[src/hdl/pke_pkg.sv]
package pke_pkg;

    // register indices; byte address on the bus is four times the index
    localparam logic [11:0] IDX_CONTROL = 12'hb00;
    localparam logic [11:0] IDX_STATUS = 12'hb02;
    localparam logic [11:0] IDX_MASK = 12'hb04;
    localparam logic [11:0] IDX_EXP = 12'hb08;

    localparam int unsigned ADR_W = 16;
    localparam int unsigned REG_W = 16;
    localparam int unsigned EXP_W = 32;

    // engine_status_flags fields
    localparam int unsigned ST_DONE = 0;
    localparam int unsigned ST_ERR = 1;
    localparam int unsigned ST_OOB = 2;
    localparam int unsigned ST_IRQ = 3;
    localparam int unsigned ST_ERDY = 4;
    localparam logic [15:0] STATUS_RST = 16'h0001;
    // bits that may request an interrupt (the irq mirror itself never does)
    localparam logic [15:0] IRQ_SRC = 16'h0017;

    // engine_control_reg fields
    localparam int unsigned CTL_GO = 0;
    localparam int unsigned CTL_IE = 1;
    localparam int unsigned CTL_SRST = 2;
    localparam int unsigned CTL_ECC = 3;
    localparam logic [15:0] CONTROL_RST = 16'h0000;

    // interrupt_mask_reg shares the status layout
    localparam logic [15:0] MASK_IMPL = 16'h001f;
    localparam logic [15:0] MASK_RST = 16'h0000;

    // clear-all boot routine
    localparam int unsigned CLR_AW = 8;
    localparam logic [7:0] CLR_LAST = 8'hff;
    localparam logic [7:0] CLR_ADDR_RST = 8'h00;

    typedef enum logic [2:0] {
        PKE_BOOT_IDLE = 3'b001,
        PKE_BOOT_CLEAR = 3'b010,
        PKE_BOOT_FINISH = 3'b100
    } pke_boot_type;

endpackage : pke_pkg

[src/hdl/pke_boot_clear.sv]
`timescale 1ns/1ps
module pke_boot_clear (
    input wire logic clk_i,
    input wire logic rst_i,
    input wire logic start_i,
    output logic busy_o,
    output logic clr_we_o,
    output logic [pke_pkg::CLR_AW-1:0] clr_addr_o,
    output logic finish_o
);

    pke_pkg::pke_boot_type state_q;
    pke_pkg::pke_boot_type state_d;
    logic [pke_pkg::CLR_AW-1:0] addr_q;
    logic [pke_pkg::CLR_AW-1:0] addr_d;

    ////////////////////////////////////////////////////////////////////////////////
    // the engine leaves reset already sweeping its rams, so nothing is needed to launch boot
    always_comb begin
        state_d = state_q;
        addr_d = addr_q;
        case (state_q)
            pke_pkg::PKE_BOOT_IDLE: begin
                addr_d = pke_pkg::CLR_ADDR_RST;
            end
            pke_pkg::PKE_BOOT_CLEAR: begin
                addr_d = addr_q + 1'b1;
                if (addr_q == pke_pkg::CLR_LAST) begin
                    state_d = pke_pkg::PKE_BOOT_FINISH;
                end
            end
            pke_pkg::PKE_BOOT_FINISH: begin
                state_d = pke_pkg::PKE_BOOT_IDLE;
            end
            default: begin
                state_d = pke_pkg::PKE_BOOT_IDLE;
            end
        endcase
        if (start_i) begin
            state_d = pke_pkg::PKE_BOOT_CLEAR;
            addr_d = pke_pkg::CLR_ADDR_RST;
        end
    end

    always_ff @(posedge clk_i) begin
        if (rst_i) begin
            state_q <= pke_pkg::PKE_BOOT_CLEAR;
            addr_q <= pke_pkg::CLR_ADDR_RST;
        end else begin
            state_q <= state_d;
            addr_q <= addr_d;
        end
    end

    assign busy_o = (state_q != pke_pkg::PKE_BOOT_IDLE);
    assign clr_we_o = (state_q == pke_pkg::PKE_BOOT_CLEAR);
    assign clr_addr_o = addr_q;
    assign finish_o = (state_q == pke_pkg::PKE_BOOT_FINISH);

endmodule : pke_boot_clear

[src/hdl/pke_status_irq.sv]
`timescale 1ns/1ps
// Function
// - any host write to the status register clears it, data ignored
// - after run starts, first jump to location 0 sets done, then interrupt
// - done flag set whenever the engine branches to location 0
// - reset leaves status at only the done flag set
// - boot runs clear-all over the rams; engine busy until done reported
// - exponent ready flag set when engine can take the next exponent word
// - writing the exponent register clears exponent ready and its interrupt
// - interrupt drop after an exponent write lags one cycle, in the same edge as the status clear
// - status irq bit mirrors interrupt condition even with enable clear
// - access to an unknown or reserved address sets out-of-bounds flag
// - any other engine error sets the general error flag
// - interrupt output held low while interrupt enable is zero
// - any set unmasked status flag drives the interrupt while enable is one
// - a status bit whose mask bit is one never raises the interrupt
module pke_status_irq (
    input wire logic clk_i,
    input wire logic rst_i,
    input wire logic cyc_i,
    input wire logic stb_i,
    input wire logic we_i,
    input wire logic [pke_pkg::ADR_W-1:0] adr_i,
    input wire logic [3:0] sel_i,
    input wire logic [31:0] dat_i,
    output logic [31:0] dat_o,
    output logic ack_o,
    input wire logic jump_zero_i,
    input wire logic engine_error_i,
    input wire logic exp_take_i,
    output logic [pke_pkg::EXP_W-1:0] exp_word_o,
    output logic exp_valid_o,
    output logic run_o,
    output logic ecc_mode_o,
    output logic busy_o,
    output logic clr_we_o,
    output logic [pke_pkg::CLR_AW-1:0] clr_addr_o,
    output logic irq_o
);

    function automatic logic pke_hit(input logic [pke_pkg::ADR_W-1:0] adr, input logic [11:0] idx);
        pke_hit = (adr[pke_pkg::ADR_W-1:2] == {2'b00, idx});
    endfunction : pke_hit

    ////////////////////////////////////////////////////////////////////////////////
    // bus decode

    logic ack_q;
    logic ack_d;
    logic [31:0] dat_q;
    logic [31:0] dat_d;
    logic req;
    logic wr;
    logic hit_ctl;
    logic hit_st;
    logic hit_mk;
    logic hit_ex;
    logic unmapped;
    logic soft_rst;
    logic hit_any;
    logic rd_req;
    logic ex_wr;

    // accesses act at the edge that raises ack, so each is seen exactly once
    assign req = cyc_i & stb_i & ~ack_q;
    assign wr = req & we_i;
    assign rd_req = req & ~we_i;
    assign hit_ctl = pke_hit(adr_i, pke_pkg::IDX_CONTROL);
    assign hit_st = pke_hit(adr_i, pke_pkg::IDX_STATUS);
    assign hit_mk = pke_hit(adr_i, pke_pkg::IDX_MASK);
    assign hit_ex = pke_hit(adr_i, pke_pkg::IDX_EXP);
    assign hit_any = hit_ctl | hit_st | hit_mk | hit_ex;
    assign unmapped = req & ~hit_any;
    assign ex_wr = wr & hit_ex;
    // soft reset acts on the write itself, in the same edge that raises ack
    assign soft_rst = wr & hit_ctl & sel_i[0] & dat_i[pke_pkg::CTL_SRST];

    ////////////////////////////////////////////////////////////////////////////////
    // clear-all boot

    logic boot_busy;
    logic boot_finish;

    pke_boot_clear u_boot (
        .clk_i(clk_i),
        .rst_i(rst_i),
        .start_i(soft_rst),
        .busy_o(boot_busy),
        .clr_we_o(clr_we_o),
        .clr_addr_o(clr_addr_o),
        .finish_o(boot_finish)
    );

    ////////////////////////////////////////////////////////////////////////////////
    // control and mask

    logic [15:0] ctl_q;
    logic [15:0] ctl_d;
    logic [15:0] mask_q;
    logic [15:0] mask_d;
    logic go_start;

    always_comb begin
        ctl_d = ctl_q;
        mask_d = mask_q;
        if (wr & hit_ctl) begin
            if (sel_i[0]) begin
                ctl_d[pke_pkg::CTL_IE] = dat_i[pke_pkg::CTL_IE];
                ctl_d[pke_pkg::CTL_ECC] = dat_i[pke_pkg::CTL_ECC];
                // a run cannot start over a ram sweep still in progress
                ctl_d[pke_pkg::CTL_GO] = dat_i[pke_pkg::CTL_GO] & ~boot_busy;
            end
        end
        // the engine halts at the jump to location 0
        if (jump_zero_i) begin
            ctl_d[pke_pkg::CTL_GO] = 1'b0;
        end
        if (wr & hit_mk) begin
            if (sel_i[0]) begin
                mask_d[7:0] = dat_i[7:0] & pke_pkg::MASK_IMPL[7:0];
            end
            if (sel_i[1]) begin
                mask_d[15:8] = dat_i[15:8] & pke_pkg::MASK_IMPL[15:8];
            end
        end
        if (soft_rst) begin
            ctl_d = pke_pkg::CONTROL_RST;
            mask_d = pke_pkg::MASK_RST;
        end
    end

    always_ff @(posedge clk_i) begin
        if (rst_i) begin
            ctl_q <= pke_pkg::CONTROL_RST;
            mask_q <= pke_pkg::MASK_RST;
        end else begin
            ctl_q <= ctl_d;
            mask_q <= mask_d;
        end
    end

    assign go_start = ctl_d[pke_pkg::CTL_GO] & ~ctl_q[pke_pkg::CTL_GO];

    ////////////////////////////////////////////////////////////////////////////////
    // exponent staging word

    logic [pke_pkg::EXP_W-1:0] exp_q;
    logic [pke_pkg::EXP_W-1:0] exp_d;
    logic exp_valid_q;
    logic exp_valid_d;
    logic erdy_set;
    logic [3:0] lane_we;
    logic [pke_pkg::EXP_W-1:0] lane_word;

    // each byte lane has its own strobe so a partial write leaves the other lanes staged
    for (genvar g = 0; g < 4; g++) begin : g_lane
        assign lane_we[g] = ex_wr & sel_i[g];
        assign lane_word[g*8 +: 8] = lane_we[g] ? dat_i[g*8 +: 8] : exp_q[g*8 +: 8];
    end

    // staged word plus the engine's working word form the double buffer
    always_comb begin
        exp_d = exp_q;
        exp_valid_d = exp_valid_q;
        if (exp_take_i) begin
            exp_valid_d = 1'b0;
        end
        if (ex_wr) begin
            exp_d = lane_word;
            exp_valid_d = 1'b1;
        end
        if (soft_rst) begin
            exp_valid_d = 1'b0;
        end
    end

    always_ff @(posedge clk_i) begin
        if (rst_i) begin
            exp_q <= '0;
            exp_valid_q <= 1'b0;
        end else begin
            exp_q <= exp_d;
            exp_valid_q <= exp_valid_d;
        end
    end

    // ready when the engine drains the staged word, or a run starts with none staged
    // a write in the drain cycle stages a fresh word, so ready stays clear then
    assign erdy_set = (exp_take_i & exp_valid_q & ~ex_wr) | (go_start & ~exp_valid_q);

    ////////////////////////////////////////////////////////////////////////////////
    // status flags and interrupt

    logic [15:0] status_q;
    logic [15:0] status_d;
    logic irq_q;
    logic irq_d;
    logic pending;
    logic done_set;

    assign done_set = jump_zero_i | boot_finish;

    always_comb begin
        status_d = status_q;
        if (wr & hit_st) begin
            status_d = '0;
        end
        if (ex_wr) begin
            status_d[pke_pkg::ST_ERDY] = 1'b0;
        end
        // new events win over a status write clear in the same cycle, an exponent write wins over a drain, soft reset wins over all; flags are otherwise held
        if (done_set) begin
            status_d[pke_pkg::ST_DONE] = 1'b1;
        end
        if (engine_error_i) begin
            status_d[pke_pkg::ST_ERR] = 1'b1;
        end
        if (unmapped) begin
            status_d[pke_pkg::ST_OOB] = 1'b1;
        end
        if (erdy_set) begin
            status_d[pke_pkg::ST_ERDY] = 1'b1;
        end
        if (soft_rst) begin
            status_d = pke_pkg::STATUS_RST;
        end
        // reserved bits never hold a one
        status_d = status_d & pke_pkg::IRQ_SRC;
        pending = |(status_d & pke_pkg::IRQ_SRC & ~mask_d);
        status_d[pke_pkg::ST_IRQ] = pending;
        irq_d = pending & ctl_d[pke_pkg::CTL_IE];
    end

    // one register stage on irq gives the short lag after an exponent write
    always_ff @(posedge clk_i) begin
        if (rst_i) begin
            status_q <= pke_pkg::STATUS_RST;
            irq_q <= 1'b0;
        end else begin
            status_q <= status_d;
            irq_q <= irq_d;
        end
    end

    ////////////////////////////////////////////////////////////////////////////////
    // bus answer

    logic [31:0] rd_word;

    // reads of unmapped indices return zero; the out-of-bounds flag tells software why
    always_comb begin
        rd_word = '0;
        case (1'b1)
            hit_ctl: begin
                rd_word[15:0] = ctl_q;
            end
            hit_st: begin
                rd_word[15:0] = status_q;
            end
            hit_mk: begin
                rd_word[15:0] = mask_q;
            end
            hit_ex: begin
                rd_word = exp_q;
            end
            default: begin
                rd_word = '0;
            end
        endcase
    end

    // read data is registered with ack so it stands in the one cycle the master samples it
    always_comb begin
        ack_d = req;
        dat_d = dat_q;
        if (rd_req) begin
            dat_d = rd_word;
        end
    end

    always_ff @(posedge clk_i) begin
        if (rst_i) begin
            ack_q <= 1'b0;
            dat_q <= '0;
        end else begin
            ack_q <= ack_d;
            dat_q <= dat_d;
        end
    end

    assign ack_o = ack_q;
    assign dat_o = dat_q;
    assign irq_o = irq_q;
    assign run_o = ctl_q[pke_pkg::CTL_GO];
    assign ecc_mode_o = ctl_q[pke_pkg::CTL_ECC];
    assign busy_o = boot_busy;
    assign exp_word_o = exp_q;
    assign exp_valid_o = exp_valid_q;

endmodule : pke_status_irq

[config.mk]
export PLATFORM = sky130hd
export DESIGN_NAME = pke_status_irq
export DESIGN_NICKNAME = d
export VERILOG_FILES = /design/src/hdl/pke_pkg.sv /design/src/hdl/pke_boot_clear.sv /design/src/hdl/pke_status_irq.sv
export SDC_FILE = /design/constraint.sdc
export NUM_CORES = 1
export LEC_CHECK = 0
export ABC_AREA = 1
export BUFFER_PORTS_ARGS = -buffer_cell sky130_fd_sc_hd__buf_2
export CAP_MARGIN = 20
export CORE_UTILIZATION = 46
export DETAILED_ROUTE_END_ITERATION = 16
export PLACE_DENSITY = 0.76
export SYNTH_ARGS = -nofsm -noshare
export SYNTH_HDL_FRONTEND = slang
export SYNTH_SLANG_ARGS = --single-unit
export TNS_END_PERCENT = 30
[constraint.sdc]
create_clock -name clk_i -period 1.25 [get_ports clk_i]
set_input_delay 0.125 -clock clk_i [delete_from_list [all_inputs] [get_ports clk_i]]
set_output_delay 0.125 -clock clk_i [all_outputs]
set_load 0.02 [all_outputs]
; ---- Word-level counts from Yosys, hierarchy flattened
; Index checks and enable logic that the tools add are counted.
[word_totals]
ff_bits = 102
latch_bits = 0
mem_bits_rw = 0
mem_bits_ro = 0
out_inout_bits = 79
word_cells = 99
memories = 0
[op_classes]
addsub = 1
n_mul = 0
div = 0
n_lt_le_gt_ge = 0
eq_ne = 10
n_shift = 0
mux = 28
n_bitwise = 36
n_reduce_logical = 10
[ops]
columns = op, count
row1 = $mux W16, 10
row2 = $eq A14 B12 Y1 const B, 4
row3 = $and A1 B1 Y1, 21
row4 = $and A5 B16 Y16, 1
row5 = $mux W8, 2
row6 = $not A16 Y16, 1
row7 = $pmux W8 S2, 1
row8 = $reduce_or A16 Y1, 1
row9 = $reduce_and A2 Y1, 6
row10 = $mux W5, 2
row11 = $add A8 B1 Y8 const B, 1
row12 = $eq A8 B8 Y1 const B, 1
row13 = $mux W1, 8
row14 = $not A1 Y1, 8
row15 = $mux W2, 3
row16 = $pmux W3 S2, 1
row17 = $or A1 B1 Y1, 5
row18 = $reduce_bool A2 Y1, 2
row19 = $eq A3 B1 Y1 const B, 1
row20 = $eq A3 B2 Y1 const B, 1
row21 = $eq A3 B3 Y1 const B, 1
row22 = $mux W3, 1
row23 = $ne A3 B1 Y1 const B, 1
row24 = $ne A2 B1 Y1 const B, 1
row25 = $reduce_or A2 Y1, 1

; ---- Logic depth before layout (Yosys ltp)
; Gate-level depths: netlist of run 1.
[depth]
word_depth = 15
ltp_mapped = 13
depth_no_buf = 13

; ---- Modules after synthesis
; Synthesis of run 1 repeated with hierarchy kept, for this count alone.
[unflattened]
cells_unflattened = 589
hier_area_um2 = 4480.5
[modules_own_cells]
columns = mod, n_inst, cells_each, area_each_um2, seq_area_each_um2
row1 = pke_status_irq, 1, 508, 3936.3, 1821.7
row2 = pke_boot_clear, 1, 81, 544.3, 220.2

; ---- Least setup slack after synthesis of run 1
; No wires, ideal clock.
[synth_timing]
path_type = flip-flop to flip-flop
startpoint = register u_boot.addr_q (netlist bit u_boot.clr_addr_o[0])
endpoint = register u_boot.state_q[2]
setup_ps = 65
arrival_time_ps = 1500
t_required_ps = 1185
setup_slack_ps = -315
path_stages_with_launch = 9
path_buffers = 0
period_less_slack_ps = 1565
cell_sequence = dfxtp_1 ha_1 nand3_1 nor2_1 inv_1 nor3_1 a21oi_1 or2_4 nor2_1
[synth_between]
elab_chain_len = 3
[synth_lines]
columns = item, line_no
row1 = from (decl), pke_boot_clear.sv:14  ; logic [pke_pkg::CLR_AW-1:0] addr_q;
row2 = from (signal assigned), pke_boot_clear.sv:48  ; addr_q <= pke_pkg::CLR_ADDR_RST;
row3 = from (signal assigned), pke_boot_clear.sv:51  ; addr_q <= addr_d;
row4 = $eq A8 B8 Y1, pke_boot_clear.sv:28  ; if (addr_q == pke_pkg::CLR_LAST) begin
row5 = $ne A2 B1 Y1 (no line), --
row6 = $reduce_and A2 Y1 (no line), --
row7 = to (signal assigned), pke_boot_clear.sv:47  ; state_q <= pke_pkg::PKE_BOOT_CLEAR;
row8 = to (signal assigned), pke_boot_clear.sv:50  ; state_q <= state_d;
row9 = to (decl), pke_boot_clear.sv:12  ; pke_pkg::pke_boot_type state_q;
; Every way passes these cells.
; A chain may end at the register's enable or synchronous reset.

; ---- Final worst setup path of run 1
[layout_timing]
startpoint = register ack_q (netlist: ack_o)
endpoint = register status_q[3]
[layout_between]
elab_chain_len = 14
word_cells_on_any_way = 30
classes_between = mux: 12 / bitwise: 17 / reduce/logical: 1
[layout_lines]
columns = item, line_no
row1 = from (decl), pke_status_irq.sv:48  ; logic ack_q;
row2 = from (signal assigned), pke_status_irq.sv:286  ; ack_q <= ack_d;
row3 = $not A1 Y1 *, pke_status_irq.sv:65  ; assign req = cyc_i & stb_i & ~ack_q;
row4 = $and A1 B1 Y1 *, pke_status_irq.sv:65
row5 = $and A1 B1 Y1, pke_status_irq.sv:66  ; assign wr = req & we_i;
row6 = $and A1 B1 Y1, "pke_status_irq.sv:76, pke_status_irq.sv:106"
row7 = $mux W2 or $and A1 B1 Y1 (tied branches), "pke_status_irq.sv:106, pke_status_irq.sv:76"
row8 = $mux W1 or $and A1 B1 Y1 (tied branches), "pke_status_irq.sv:115, pke_status_irq.sv:76"
row9 = $mux W2, pke_status_irq.sv:126  ; if (soft_rst) begin
row10 = $and A1 B1 Y1, pke_status_irq.sv:142  ; assign go_start = ctl_d[pke_pkg::CTL_GO] & ~ctl_q[pke_pkg::CTL_GO];
row11 = $and A1 B1 Y1, pke_status_irq.sv:189  ; assign erdy_set = (exp_take_i & exp_valid_q & ~ex_wr) | (go_start & ~exp_valid_q);
row12 = $or A1 B1 Y1, pke_status_irq.sv:189
row13 = $mux W1, pke_status_irq.sv:221  ; if (erdy_set) begin
row14 = $mux W5, pke_status_irq.sv:224  ; if (soft_rst) begin
row15 = $and A5 B16 Y16 *, pke_status_irq.sv:229  ; pending = |(status_d & pke_pkg::IRQ_SRC & ~mask_d);
row16 = $reduce_or A16 Y1 *, pke_status_irq.sv:229
row17 = to (signal assigned), pke_status_irq.sv:237  ; status_q <= pke_pkg::STATUS_RST;
row18 = to (signal assigned), pke_status_irq.sv:240  ; status_q <= status_d;
row19 = to (decl), pke_status_irq.sv:194  ; logic [15:0] status_q;
; Every way passes the cells marked *; elsewhere a longest branch is shown, timed or not.

==> results of run 1 <==
[per-stage QoR]
| step | total power, W | TNS, ns | worst slack (ns) |
|---|---|---|---|
| 2_1_floorplan | 0.00386 | -1.58 | -0.0695 |
| 3_3_place_gp | 0.00419 | -18.18 | -0.301 |
| 3_5_place_dp | 0.00420 | -22.59 | -0.372 |
| 4_1_cts | 0.00661 | -10.38 | -0.202 |
| 5_1_grt | 0.00706 | -17.97 | -0.337 |
| 6_report | 0.00678 | -10.14 | -0.258 |
[final cells by class]
| class | instances | area [µm²] | area share [%] |
|---|---|---|---|
| clock buffer | 10 | 128 | 1.96 |
| clock inverter | 6 | 80.1 | 1.23 |
| inverter | 37 | 158 | 2.43 |
| multi-input combinational | 409 | 2390 | 36.8 |
| sequential | 102 | 2060 | 31.7 |
| tap | 111 | 139 | 2.14 |
| timing repair buffer | 225 | 1530 | 23.5 |
| timing repair inverter | 1 | 11.3 | 0.173 |
[kinds of logic (layout without fill, tap and decap cells)]
family                     Yosys count  in the layout  synth area share [%]
buffers and inverters               61            279                  5.89
adders and majority gates            1              1                 0.289
DFF                                102            102                  47.1
and+or+nand+nor                    286            287                  31.2
AOI/OAI and AO/OA                  121            121                  15.6
[cells in the mapped netlist (all sizes together)]
library cell	n
o21a	1
o2111ai	1
nand2	127
buf	9
nor2	85
a21o	1
nor3	34
a22oi	1
inv	32
clkinv	5
clkbuf	15
a211oi	1
o211ai	14
o21ai	43
dfxtp	102
a21boi	1
a311oi	1
a221oi	1
o22ai	2
nand3	34
or2	2
nand4	4
ha	1
a21oi	54
[how the worst max path moves through the flow]
stage | slack (ns) | cells past startpoint | from | end
2_1_floorplan | -0.07 | 8 | u_boot.clr_addr_o[0] | u_boot.state_q[2]
3_3_place_gp | -0.30 | 10 | adr_i[15] | status_q[3]
3_5_place_dp | -0.37 | 9 | adr_i[15] | exp_word_o[25]
4_1_cts | -0.20 | 9 | ack_o | status_q[3]
5_1_grt | -0.34 | 9 | ack_o | irq_o
6_report | -0.26 | 10 | ack_o | status_q[3]
[sequential cells by signal (all words and copies together) (netlist names)]
name	cells
ctl_q	3
dat_o	32
status_q	5
u_boot.state_q	3
irq_o	1
exp_word_o	32
mask_q	16
exp_valid_o	1
ack_o	1
u_boot.clr_addr_o	8
[cell usage in the layout (no fill, tap or decap), types with 6 or more instances in the layout]
master and instances:
sky130_fd_sc_hd__buf_6 11, sky130_fd_sc_hd__nand3_4 7, sky130_fd_sc_hd__dfxtp_1 94, sky130_fd_sc_hd__o21ai_0 22, sky130_fd_sc_hd__clkbuf_8 9, sky130_fd_sc_hd__buf_2 133
sky130_fd_sc_hd__nor3_2 12, sky130_fd_sc_hd__nor2_4 16, sky130_fd_sc_hd__nor2_2 10, sky130_fd_sc_hd__nor3_1 19, sky130_fd_sc_hd__a21oi_2 7, sky130_fd_sc_hd__o21ai_1 17
sky130_fd_sc_hd__nand3_1 26, sky130_fd_sc_hd__buf_4 54, sky130_fd_sc_hd__a21oi_1 47, sky130_fd_sc_hd__dlygate4sd3_1 21, sky130_fd_sc_hd__nand2_4 6, sky130_fd_sc_hd__inv_1 25
sky130_fd_sc_hd__nand2_2 16, sky130_fd_sc_hd__o211ai_1 14, sky130_fd_sc_hd__nand2_1 104, sky130_fd_sc_hd__nor2_1 58
[worst max-delay path: stages, from the launching register on]
cell                      delay (ns)
sky130_fd_sc_hd__dfxtp_4        0.36
sky130_fd_sc_hd__nor2_4         0.13
sky130_fd_sc_hd__nand2_4        0.11
sky130_fd_sc_hd__buf_4          0.16
sky130_fd_sc_hd__nor2_4         0.13
sky130_fd_sc_hd__nand2_1        0.08
sky130_fd_sc_hd__o21ai_2        0.08
sky130_fd_sc_hd__nand3_1        0.11
sky130_fd_sc_hd__nand2_1        0.10
sky130_fd_sc_hd__nor2_2         0.05
sky130_fd_sc_hd__a21oi_2        0.13
[layer usage]
metal  vias to the layer above  share of wire [%]  track usage, %
li1                       2332                  -               -
met1                      2184                 43            31.8
met2                       179                 48            43.9
met3                        47                5.2            4.47
met4                         0                3.6            13.8
met5                         -                  0               0
[power by group]
part | internal [W] | switching, W
clock | 0.000962 | 0.00119
combinational | 0.000612 | 0.000631
sequential | 0.00332 | 0.0000614
total | 0.00489 | 0.00189
[timing repair]
| item | CTS | global route |
|---|---|---|
| setup endpoints to repair | 101 | 102 |
| cloned | 1 | 2 |
| resized for setup | 46 | 68 |
| pin swaps | 15 | 34 |
| hold buffers | 20 | 1 |
| endpoints found under the hold margin | 20 | 1 |
| setup buffers | 9 | 7 |
==> PnR_summary.wiki, run 1 <==
{| class="wikitable"
! Metric !! Value
|-
| Clk_lat worst skew || 0.37 ns
|-
| Cell type contributing the most total cell area after synthesis || sky130_fd_sc_hd__dfxtp_1
|-
| Synth Instances || 571
|-
| Wire length of the first global-routing pass || 20,200 µm
|-
| Maximum buffer depth of the clock tree || 2
|-
| Die ar. || 9820 µm²
|-
| DRC violation total after the first TritonRoute iteration || 283
|-
| Area after DPL || 5540 µm²
|-
| Minimum period implied by the final worst setup slack || 1.51 ns
|-
| Number of clock sinks seen by CTS || 102
|-
| Distinct cells, synth || 38
|-
| Cells on worst reg2reg path || 10
|-
| Min-Delay Path Depth || 4
|-
| Clock buffers created by TritonCTS || 9
|-
| Violations in the final reports || setup timing
|-
| Launch instance of the worst register-to-register path || ack_o
|-
| Htree depth || 3
|-
| Max Transition Viols Final || 0
|-
| Setup violators final || 102
|-
| Transition at the pin with the smallest max-transition slack || 0.465 ns
|-
| Clock slew at reported path FFs || 0.10 ns
|-
| Largest cells by area after synthesis || sky130_fd_sc_hd__dfxtp_1 47%, sky130_fd_sc_hd__nand2_1 10%, sky130_fd_sc_hd__a21oi_1 6.1%
|-
| Post-detailed-routing wire length || 13,300 µm
|-
| Floorplan core area || 9200 µm²
|-
| Worst slew margin relative to its limit || 69.0%
|-
| Count of state elements after synthesis || 102
|-
| Post-route clock period utilization || 121%
|-
| Highest achievable clock rate || 0.663 GHz
|-
| Final setup skew || 0.0134 ns
|-
| Sequential-to-total area share from yosys stat || 47.1%
|-
| Data required time of the critical path || 1.55 ns
|-
| Leakage || 2.96 nW
|-
| Overall global routing resource usage || 26.0%
|-
| Power Density || 1040 nW/µm²
|-
| Number of max-cap violations || 0
|-
| Vias in the first global route || 4,331
|-
| Post-layout utilization of the core || 70.6%
|-
| Reg2reg end || status_q[3]
|-
| Final Hold Viols || 0
|-
| Setup repair after global routing missed its margin || yes
|-
| Syn Area/Cell || 7.59 µm²
|-
| Signal arrival time at the worst endpoint || 1.81 ns
|-
| Routed wirelength normalized by instance count || 14.7 µm
|-
| Clock root buffer master || sky130_fd_sc_hd__clkbuf_8
|-
| Pin count of the biggest net entering global routing || 40
|-
| Syn. warnings || 0
|-
| Nature of the critical path endpoint || register
|-
| Signed area change from the synthesized netlist to the final layout || 49.8%
|-
| Detailed-routing iteration count for the pre-antenna-repair pass || 5
|-
| Max IR drop VDD || 0.915 mV
|-
| Post-route ant nets || 0
|-
| DRC errors left || 0
|-
| Fin area || 6490 µm²
|-
| TritonCTS clock tree || done
|-
| Buffers on Ports || 136
|-
| Antenna violations before repair || 0
|-
| HP Class || in2reg
|-
| Critical path peak fanout || 4
|-
| Flop2flop setup slack || -0.26 ns
|-
| Layout fillers || 702
|-
| Boundary Pins || 139
|-
| Synthesized area || 4340 µm²
|-
| Layout cell share with drive strength beyond 1 || 41.5%
|-
| Count of antenna diodes in the layout || 0
|-
| Fin Hold WS || 0.0135 ns
|-
| CP startpoint kind || register
|-
| Net Count, Synth || 632
|-
| Share of the synthesized area in the top cell type || 47.1%
|-
| Placed wire-length estimate after detailed placement || 8770 µm
|-
| Y dimension of the die || 99.1 µm
|-
| Placed Cells incl. Taps || 845
|-
| Type of the setup path with the least slack || reg2reg
|-
| Routability congestion estimate from global placement || 0.904
|-
| WHS Endpoint || exp_valid_o
|-
| Status || finished, violations left
|-
| Initial standard-cell utilization of the core || 47.1%
|-
| Layout Cells excl Fill || 901
|-
| Via count normalized by instance count || 5.26
|-
| Hold path startpoint || exp_take_i
|-
| Rows || 35
|-
| Overflow left after global routing || 0
|-
| Final Net Count || 846
|-
| Die Span X || 99.1 µm
|-
| Total number of vias || 4,742
|-
| Worst setup slack after layout || -0.258 ns
|}
Power figures use the tool's default switching activity.
==> inputs of run 2 (changes only) <==
--- a/config.mk
+++ b/config.mk
@@ -5,10 +5,10 @@
 export SDC_FILE = /design/constraint.sdc
 export NUM_CORES = 1
 export LEC_CHECK = 0
-export ABC_AREA = 1
+export ABC_AREA = 0
 export BUFFER_PORTS_ARGS = -buffer_cell sky130_fd_sc_hd__buf_2
 export CAP_MARGIN = 20
-export CORE_UTILIZATION = 46
+export CORE_UTILIZATION = 45
 export DETAILED_ROUTE_END_ITERATION = 16
 export PLACE_DENSITY = 0.76
 export SYNTH_ARGS = -nofsm -noshare
==> run 2 against run 1 <==
Effect of this change: the flow still finishes with violations (setup timing); core utilization increased by 2.3 points; clock power is 7% lower; hold slack got worse by 0.0064 ns; power decreased by 11%; highest routed layer unchanged.
==> PnR_summary.wiki, run 2 <==
{| class="wikitable"
! Metric !! Value
|-
| Power Density || 951 nW/µm² (-8.9%)
|-
| Post-detailed-routing wire length || 12,700 µm (-4.6%)
|-
| Die ar. || 9420 µm² (-4.0%)
|-
| Number of enable-type register cells in the synthesized netlist || 0 (unchanged)
|-
| Most common library cell in the layout ignoring fill and taps || sky130_fd_sc_hd__buf_2
|-
| Flop2flop setup slack || -0.67 ns (-0.41 ns)
|-
| Floorplan core area || 8720 µm² (-5.2%)
|-
| Boundary Pins || 139 (unchanged)
|-
| Sequential-to-total area share from yosys stat || 50.2% (+3.1 points)
|-
| Critical path peak fanout || 2 (-2)
|-
| Rows || 34 (-2.9%)
|-
| Launch instance of the worst register-to-register path || u_boot.state_q[1]
|-
| Maximum buffer depth of the clock tree || 2 (unchanged)
|-
| Leakage || 2.71 nW (-8.4%)
|-
| Capture point of the worst path || irq_o
|-
| Cells on worst reg2reg path || 6 (-4)
|-
| Highest achievable clock rate || 0.521 GHz (-21%)
|-
| Count of state elements after synthesis || 102 (unchanged)
|-
| Final Hold Viols || 0 (unchanged)
|-
| Vias in the first global route || 4,064 (-6.2%)
|-
| Count of antenna diodes in the layout || 0 (unchanged)
|-
| TritonCTS clock tree || done
|-
| Overflow left after global routing || 0 (unchanged)
|-
| HP Class || in2reg
|-
| Clk_lat worst skew || 0.36 ns (about the same)
|-
| Setup repair after global routing missed its margin || yes
|-
| Async set or reset register ratio after synthesis || 0% (unchanged)
|-
| Pin count of the biggest net entering global routing || 71 (+78%)
|-
| Signal arrival time at the worst endpoint || 2.18 ns (+0.37 ns)
|-
| Overall global routing resource usage || 25.8% (-0.16 points)
|-
| Transition at the pin with the smallest max-transition slack || 0.349 ns (-0.116 ns)
|-
| Max Transition Viols Final || 0 (unchanged)
|-
| Largest cells by area after synthesis || sky130_fd_sc_hd__dfxtp_1 50%, sky130_fd_sc_hd__nor2_1 6.6%, sky130_fd_sc_hd__a22oi_1 5.9%
|-
| Signed area change from the synthesized netlist to the final layout || 56.4%
|-
| Type of the setup path with the least slack || reg2reg
|-
| Timing startpoint of the critical path || u_boot.state_q[1]
|-
| Clock slew at reported path FFs || 0.10 ns (about the same)
|-
| Antenna violations before repair || 0 (unchanged)
|-
| Nature of the critical path endpoint || register
|-
| Distinct cells, synth || 51 (+34%)
|-
| Die Span X || 97.1 µm (-2.0%)
|-
| Total number of vias || 4,203 (-11%)
|-
| Clock buffers created by TritonCTS || 9 (unchanged)
|-
| Worst slew margin relative to its limit || 76.6% (+7.5 points)
|-
| Fin Hold WS || 0.00714 ns (-0.00636 ns)
|-
| Violations in the final reports || setup timing
|-
| Buffers on Ports || 136 (unchanged)
|-
| Net Count, Synth || 513 (-19%)
|-
| Setup violators final || 103 (+0.98%)
|-
| Cell type contributing the most total cell area after synthesis || sky130_fd_sc_hd__dfxtp_1
|-
| Htree depth || 3 (unchanged)
|-
| Predominant post-synthesis flop cell || sky130_fd_sc_hd__dfxtp_1
|-
| Post-route clock period utilization || 154% (+33 points)
|-
| Syn. warnings || 0 (unchanged)
|-
| CP startpoint kind || register
|-
| Minimum setup slack after placement || -0.882 ns (-0.510 ns)
|-
| Max IR drop VDD || 0.804 mV (-12%)
|-
| Placed wire-length estimate after detailed placement || 8240 µm (-6.1%)
|-
| Final setup skew || 0.0182 ns (+0.00476 ns)
|-
| Routed wirelength normalized by instance count || 16.2 µm (+9.9%)
|-
| Status || finished, violations left
|-
| Clock root buffer master || sky130_fd_sc_hd__clkbuf_8
|-
| Reg2reg end || irq_o
|-
| Post-route ant nets || 0 (unchanged)
|-
| DRC violation total after the first TritonRoute iteration || 176 (-38%)
|-
| Via count normalized by instance count || 5.37 (+2.1%)
|-
| Data required time of the critical path || 1.51 ns (-0.04 ns)
|-
| Minimum period implied by the final worst setup slack || 1.92 ns (+0.412 ns)
|-
| Worst setup slack after layout || -0.670 ns (-0.412 ns)
|-
| Number of max-cap violations || 0 (unchanged)
|-
| Dominant cell by count in the synthesized netlist || sky130_fd_sc_hd__dfxtp_1
|-
| Share of the synthesized area in the top cell type || 50.2% (+3.1 points)
|-
| Wire length of the first global-routing pass || 19,700 µm (-2.8%)
|-
| Top library cells by usage in the layout, fill and taps aside || 134 x sky130_fd_sc_hd__buf_2, 99 x sky130_fd_sc_hd__dfxtp_1, 65 x sky130_fd_sc_hd__nor2_1
|-
| Detailed-routing iteration count for the pre-antenna-repair pass || 4 (-1)
|-
| Number of clock sinks seen by CTS || 102 (unchanged)
|-
| Synth Instances || 452 (-21%)
|-
| Final Net Count || 730 (-14%)
|-
| Synthesized area || 4070 µm² (-6.2%)
|-
| DRC errors left || 0 (unchanged)
|-
| Layout cell share with drive strength beyond 1 || 47.5% (+6.0 points)
|-
| Initial standard-cell utilization of the core || 46.6% (-0.50 points)
|-
| Routability congestion estimate from global placement || 0.862 (-4.7%)
|-
| Top cell types by occurrence after synthesis || 102 x sky130_fd_sc_hd__dfxtp_1, 72 x sky130_fd_sc_hd__nor2_1, 64 x sky130_fd_sc_hd__nand2_1, 35 x sky130_fd_sc_hd__a21oi_1, 32 x sky130_fd_sc_hd__a22oi_1
|-
| Y dimension of the die || 97.1 µm (-2.0%)
|-
| Syn Area/Cell || 9.00 µm² (+19%)
|}
-- run 2: per-stage QoR --
| step | TNS (ns) | cell area [µm²] | utilization [%] | power (W) | cells |
|---|---|---|---|---|---|
| 2_1_floorplan | -34.78 | 4120 | - | 0.00364 | 452 |
| 3_3_place_gp | -57.11 | 5260 | 60.3 | 0.00390 | 723 |
| 3_5_place_dp | -62.67 | 5260 | 60.3 | 0.00392 | 723 |
| 4_1_cts | -41.30 | 6140 | 70.4 | 0.00605 | 778 |
| 5_1_grt | -53.55 | 6360 | 73.0 | 0.00628 | 782 |
| 6_report | -45.14 | 6360 | 73.0 | 0.00605 | 782 |
-- run 2: how the worst min path moves through the flow --
stage / slack [ns] / startpoint / endpoint / cells after the start
after floorplan: 0.20 / jump_zero_i / ctl_q[0] / 1
after global placement: 0.33 / jump_zero_i / ctl_q[0] / 2
after detailed placement: 0.33 / jump_zero_i / ctl_q[0] / 2
after CTS: 0.002 / dat_i[23] / exp_word_o[23] / 3
after global routing: 0.0006 / dat_i[20] / exp_word_o[20] / 3
final: 0.007 / dat_i[23] / exp_word_o[23] / 3
-- run 2: logic make-up (layout without fill, tap and decap cells) --
family	count (synthesis)	in the layout	synth area share (%)
buf+inv	33	255	3.54
simple gates	194	194	23.8
fa+ha+maj	1	1	0.308
compound gates	103	103	17.4
mux	19	19	4.74
flops	102	102	50.2
-- run 2: report_power, final --
part | total (W) | internal (W) | switching (W) | leakage [nW]
sequential | 0.00330 | 0.00328 | 0.0000205 | 0.824
combinational | 0.000745 | 0.000372 | 0.000374 | 1.80
clock | 0.00201 | 0.000812 | 0.00120 | 0.0950
total | 0.00605 | 0.00446 | 0.00159 | 2.71
-- run 2: per-layer routing --
| metal | vias up | track usage [%] | share of wire (%) |
|---|---|---|---|
| met5 | - | 0 | 0 |
| met4 | 0 | 8.15 | 1.8 |
| met3 | 21 | 4.46 | 5.4 |
| met2 | 136 | 46.3 | 51 |
| met1 | 2028 | 31.4 | 42 |
| li1 | 2018 | - | - |
-- run 2: worst max-delay path: stages (launching register included) --
cell	delay, ns
sky130_fd_sc_hd__dfxtp_2	0.33
sky130_fd_sc_hd__or3b_1	0.39
sky130_fd_sc_hd__or3b_1	0.40
sky130_fd_sc_hd__nor4_2	0.18
sky130_fd_sc_hd__and2_4	0.19
sky130_fd_sc_hd__o21ai_2	0.06
sky130_fd_sc_hd__a311oi_1	0.28
-- run 2: final cells by class --
cell class,count,area [µm²]
clock buffers,10,138
repair buffers,233,1680
well taps,108,135
clock inverters,6,53.8
fillers,638,2360
inverters,6,30.0
multi-input cells,317,2280
flip-flops and latches,102,2050
-- run 2: what timing repair did --
action	4_1_cts	5_1_grt
hold endpoints to repair	19	0
hold buffers	19	0
cloned	3	3
setup endpoints to repair	103	103
setup buffers	17	3
resized for setup	69	36
pin swaps	66	14
==> inputs of run 3 (changes only) <==
==> constraint.sdc (replaced) <==
create_clock -name clk_i -period 1.65 [get_ports clk_i]
set_input_delay 0.165 -clock clk_i [delete_from_list [all_inputs] [get_ports clk_i]]
set_output_delay 0.165 -clock clk_i [all_outputs]
set_load 0.02 [all_outputs]
==> run 3 against run 2 <==
Effect of this change: the run still ends with setup timing left; global-route usage is 1.8 points lower; routed wire length is 11% lower; final cell count is 4.7% lower; fmax is 0.11% higher; critical path type unchanged; critical endpoint unchanged; largest cell class is now registers.
==> PnR_summary.wiki, run 3 (same netlist as run 2, synthesis figures left out) <==
{| class="wikitable"
! Metric !! Value
|-
| DRC errors left || 0 (unchanged)
|-
| Layout fillers || 712 (+12%)
|-
| Nature of the critical path endpoint || register
|-
| Detailed-routing iteration count for the pre-antenna-repair pass || 5 (+1)
|-
| Count of antenna diodes in the layout || 0 (unchanged)
|-
| Signal arrival time at the worst endpoint || 2.18 ns (about the same)
|-
| Worst setup slack after layout || -0.267 ns (+0.402 ns)
|-
| Signed area change from the synthesized netlist to the final layout || 38.1%
|-
| Initial standard-cell utilization of the core || 46.6% (unchanged)
|-
| Y dimension of the die || 97.1 µm (unchanged)
|-
| Routed wirelength normalized by instance count || 15.2 µm (-6.5%)
|-
| Buffers on Ports || 136 (unchanged)
|-
| HP Class || in2reg
|-
| Post-route clock period utilization || 116% (-37 points)
|-
| Fin area || 5620 µm² (-12%)
|-
| Data required time of the critical path || 1.91 ns (+0.40 ns)
|-
| Via count normalized by instance count || 5.28 (-1.8%)
|-
| Leakage || 2.47 nW (-9.0%)
|-
| Vias in the first global route || 3,800 (-6.5%)
|-
| Placed Cells incl. Taps || 718 (-0.69%)
|-
| Cell with the largest stage delay on the worst path || sky130_fd_sc_hd__dfxtp_2
|-
| Sequential share of power || 55.7% (+1.2 points)
|-
| Post-route ant nets || 0 (unchanged)
|-
| CP startpoint kind || register
|-
| CP top delay family || simple AND/OR/NAND/NOR gates
|-
| Status || finished, violations left
|-
| Internal Power || 0.00342 W (-23%)
|-
| Max IR drop VDD || 0.550 mV (-32%)
|-
| Number of clock sinks seen by CTS || 102 (unchanged)
|-
| Worst path max stage delay || 0.34 ns (-0.06 ns)
|-
| Layout cell share with drive strength beyond 1 || 39.2% (-8.2 points)
|-
| Worst slew margin relative to its limit || 74.9% (-1.7 points)
|-
| Max Transition Viols Final || 0 (unchanged)
|-
| Antenna violations before repair || 0 (unchanged)
|-
| Clock root buffer master || sky130_fd_sc_hd__clkbuf_8
|-
| Number of max-cap violations || 0 (unchanged)
|-
| Setup violators final || 38 (-63%)
|-
| Setup repair after global routing missed its margin || yes
|-
| Die ar. || 9420 µm² (unchanged)
|-
| Final setup skew || 0.0108 ns (-0.00740 ns)
|-
| Highest achievable clock rate || 0.522 GHz (+0.11%)
|-
| Switching power share of the total || 24.0% (-2.3 points)
|-
| Portion of total power attributed to combinational logic || 9.2% (-3.1 points)
|-
| Clk_lat worst skew || 0.36 ns (about the same)
|-
| Clock slew at reported path FFs || 0.10 ns (about the same)
|-
| Top library cells by usage in the layout, fill and taps aside || 135 x sky130_fd_sc_hd__buf_2, 99 x sky130_fd_sc_hd__dfxtp_1, 72 x sky130_fd_sc_hd__nor2_1
|-
| Chain of cells forming the critical path || and4b_1 > nand3b_1 > nor3_4 > buf_6 > mux2i_4 > a22oi_2 > a311oi_1
|-
| Area occupied by registers || 2050 µm² (-0.12%)
|-
| Pin count of the biggest net entering global routing || 71 (unchanged)
|-
| Wire length of the first global-routing pass || 18,300 µm (-6.7%)
|-
| Clock network fraction of design power || 35.1% (+1.9 points)
|-
| Layout Cells excl Fill || 745 (-4.7%)
|-
| Type of the setup path with the least slack || reg2reg
|-
| Minimum period implied by the final worst setup slack || 1.92 ns (-0.00207 ns)
|-
| Final Net Count || 693 (-5.1%)
|-
| Clock buffers created by TritonCTS || 9 (unchanged)
|-
| Post-detailed-routing wire length || 11,300 µm (-11%)
|-
| Most common library cell in the layout ignoring fill and taps || sky130_fd_sc_hd__buf_2
|-
| Power Density || 800 nW/µm² (-16%)
|-
| Transition at the pin with the smallest max-transition slack || 0.377 ns (+0.0280 ns)
|-
| Area of the multi-input gates || 2010 µm² (-12%)
|-
| Routability congestion estimate from global placement || 0.851 (-1.3%)
|-
| Boundary Pins || 139 (unchanged)
|-
| Maximum buffer depth of the clock tree || 2 (unchanged)
|-
| Overflow left after global routing || 0 (unchanged)
|-
| Violations in the final reports || setup timing
|-
| Placed wire-length estimate after detailed placement || 8020 µm (-2.6%)
|-
| Floorplan core area || 8720 µm² (unchanged)
|-
| Overall global routing resource usage || 24.0% (-1.8 points)
|-
| Accumulated negative setup slack || -4.22 ns (+40.92 ns)
|-
| Die Span X || 97.1 µm (unchanged)
|-
| DRC violation total after the first TritonRoute iteration || 224 (+27%)
|-
| Area after DPL || 5140 µm² (-2.2%)
|-
| TritonCTS clock tree || done
|-
| Critical path buffers and inverters || 1 (+1)
|-
| Switching pwr || 0.00108 W (-32%)
|-
| Total number of vias || 3,933 (-6.4%)
|-
| Critical path peak fanout || 6 (+4)
|-
| Htree depth || 3 (unchanged)
|-
| Rows || 34 (unchanged)
|-
| Final Hold Viols || 0 (unchanged)
|}
## run 3: changes by cell type in the layout (fill, tap and decap cells not counted), moves of 7 or more
| cell | delta |
|---|---|
| sky130_fd_sc_hd__dlygate4sd3_1 | -18 |
| sky130_fd_sc_hd__a22oi_2 | -15 |
| sky130_fd_sc_hd__a21oi_1 | +9 |
| sky130_fd_sc_hd__buf_4 | -9 |
| sky130_fd_sc_hd__a2bb2oi_2 | -11 |
| sky130_fd_sc_hd__a2bb2oi_1 | +11 |
| sky130_fd_sc_hd__a22oi_1 | +15 |
| sky130_fd_sc_hd__nor2_1 | +7 |
| sky130_fd_sc_hd__a21oi_2 | -9 |
## run 3: cell type report
class                           count  area share (%)
Sequential cell                   102            36.4
Timing Repair Buffer              196            21.5
Clock buffer                       11            2.52
Clock inverter                      5            1.05
Inverter                            6           0.401
Multi-Input combinational cell    317            35.7
Tap cell                          108            2.41
## run 3: power by group through the flow
stage | registers (W) | clock network, W | logic (W)
global placement | 0.00256 | 0 | 0.000362
CTS | 0.00250 | 0.00161 | 0.000401
floorplan | 0.00257 | 0 | 0.000164
detailed placement | 0.00256 | 0 | 0.000370
finish | 0.00250 | 0.00158 | 0.000414
global route | 0.00251 | 0.00172 | 0.000448
## run 3: tightest hold or removal path: stages
cell,delay [ns]
sky130_fd_sc_hd__buf_2,0.10
sky130_fd_sc_hd__nand2_1,0.04
sky130_fd_sc_hd__a21oi_1,0.05
## run 3: repair_timing
item / in CTS / in global routing
pin swaps: 7 / 5
resized for setup: 23 / 18
endpoints found under the hold margin: 1 / 0
cloned: 0 / 0
hold buffers: 1 / 0
setup endpoints to repair: 85 / 71
setup buffers: 9 / 1
## run 3: through the flow
stage	hold WS, ns	util (%)	worst slack [ns]	total power, W
after floorplan	0.241	-	-0.209	0.00274
after global placement	0.370	59.0	-0.303	0.00292
after detailed placement	0.373	59.0	-0.451	0.00293
after CTS	0.0240	63.5	-0.218	0.00451
after global routing	0.0274	64.4	-0.339	0.00468
final	0.0375	64.4	-0.267	0.00450
## run 3: path summary, 6_finish.rpt
path	from	to	slack, ns	cells after the start
max reg2reg	ack_o	irq_o	-0.27	7
min	dat_i[26]	exp_word_o[26]	0.04	3
max	ack_o	irq_o	-0.27	7
min reg2reg	dat_o[3]	dat_o[3]	0.45	2
## run 3: per-layer routing
| metal | routed length [µm] | GRT usage (%) | up-vias |
|---|---|---|---|
| met5 | 0 | 0 | - |
| met4 | 104 | 6.89 | 0 |
| met3 | 670 | 5.04 | 10 |
| met2 | 5750 | 41.5 | 136 |
| met1 | 4770 | 30.1 | 1848 |
| li1 | - | - | 1939 |
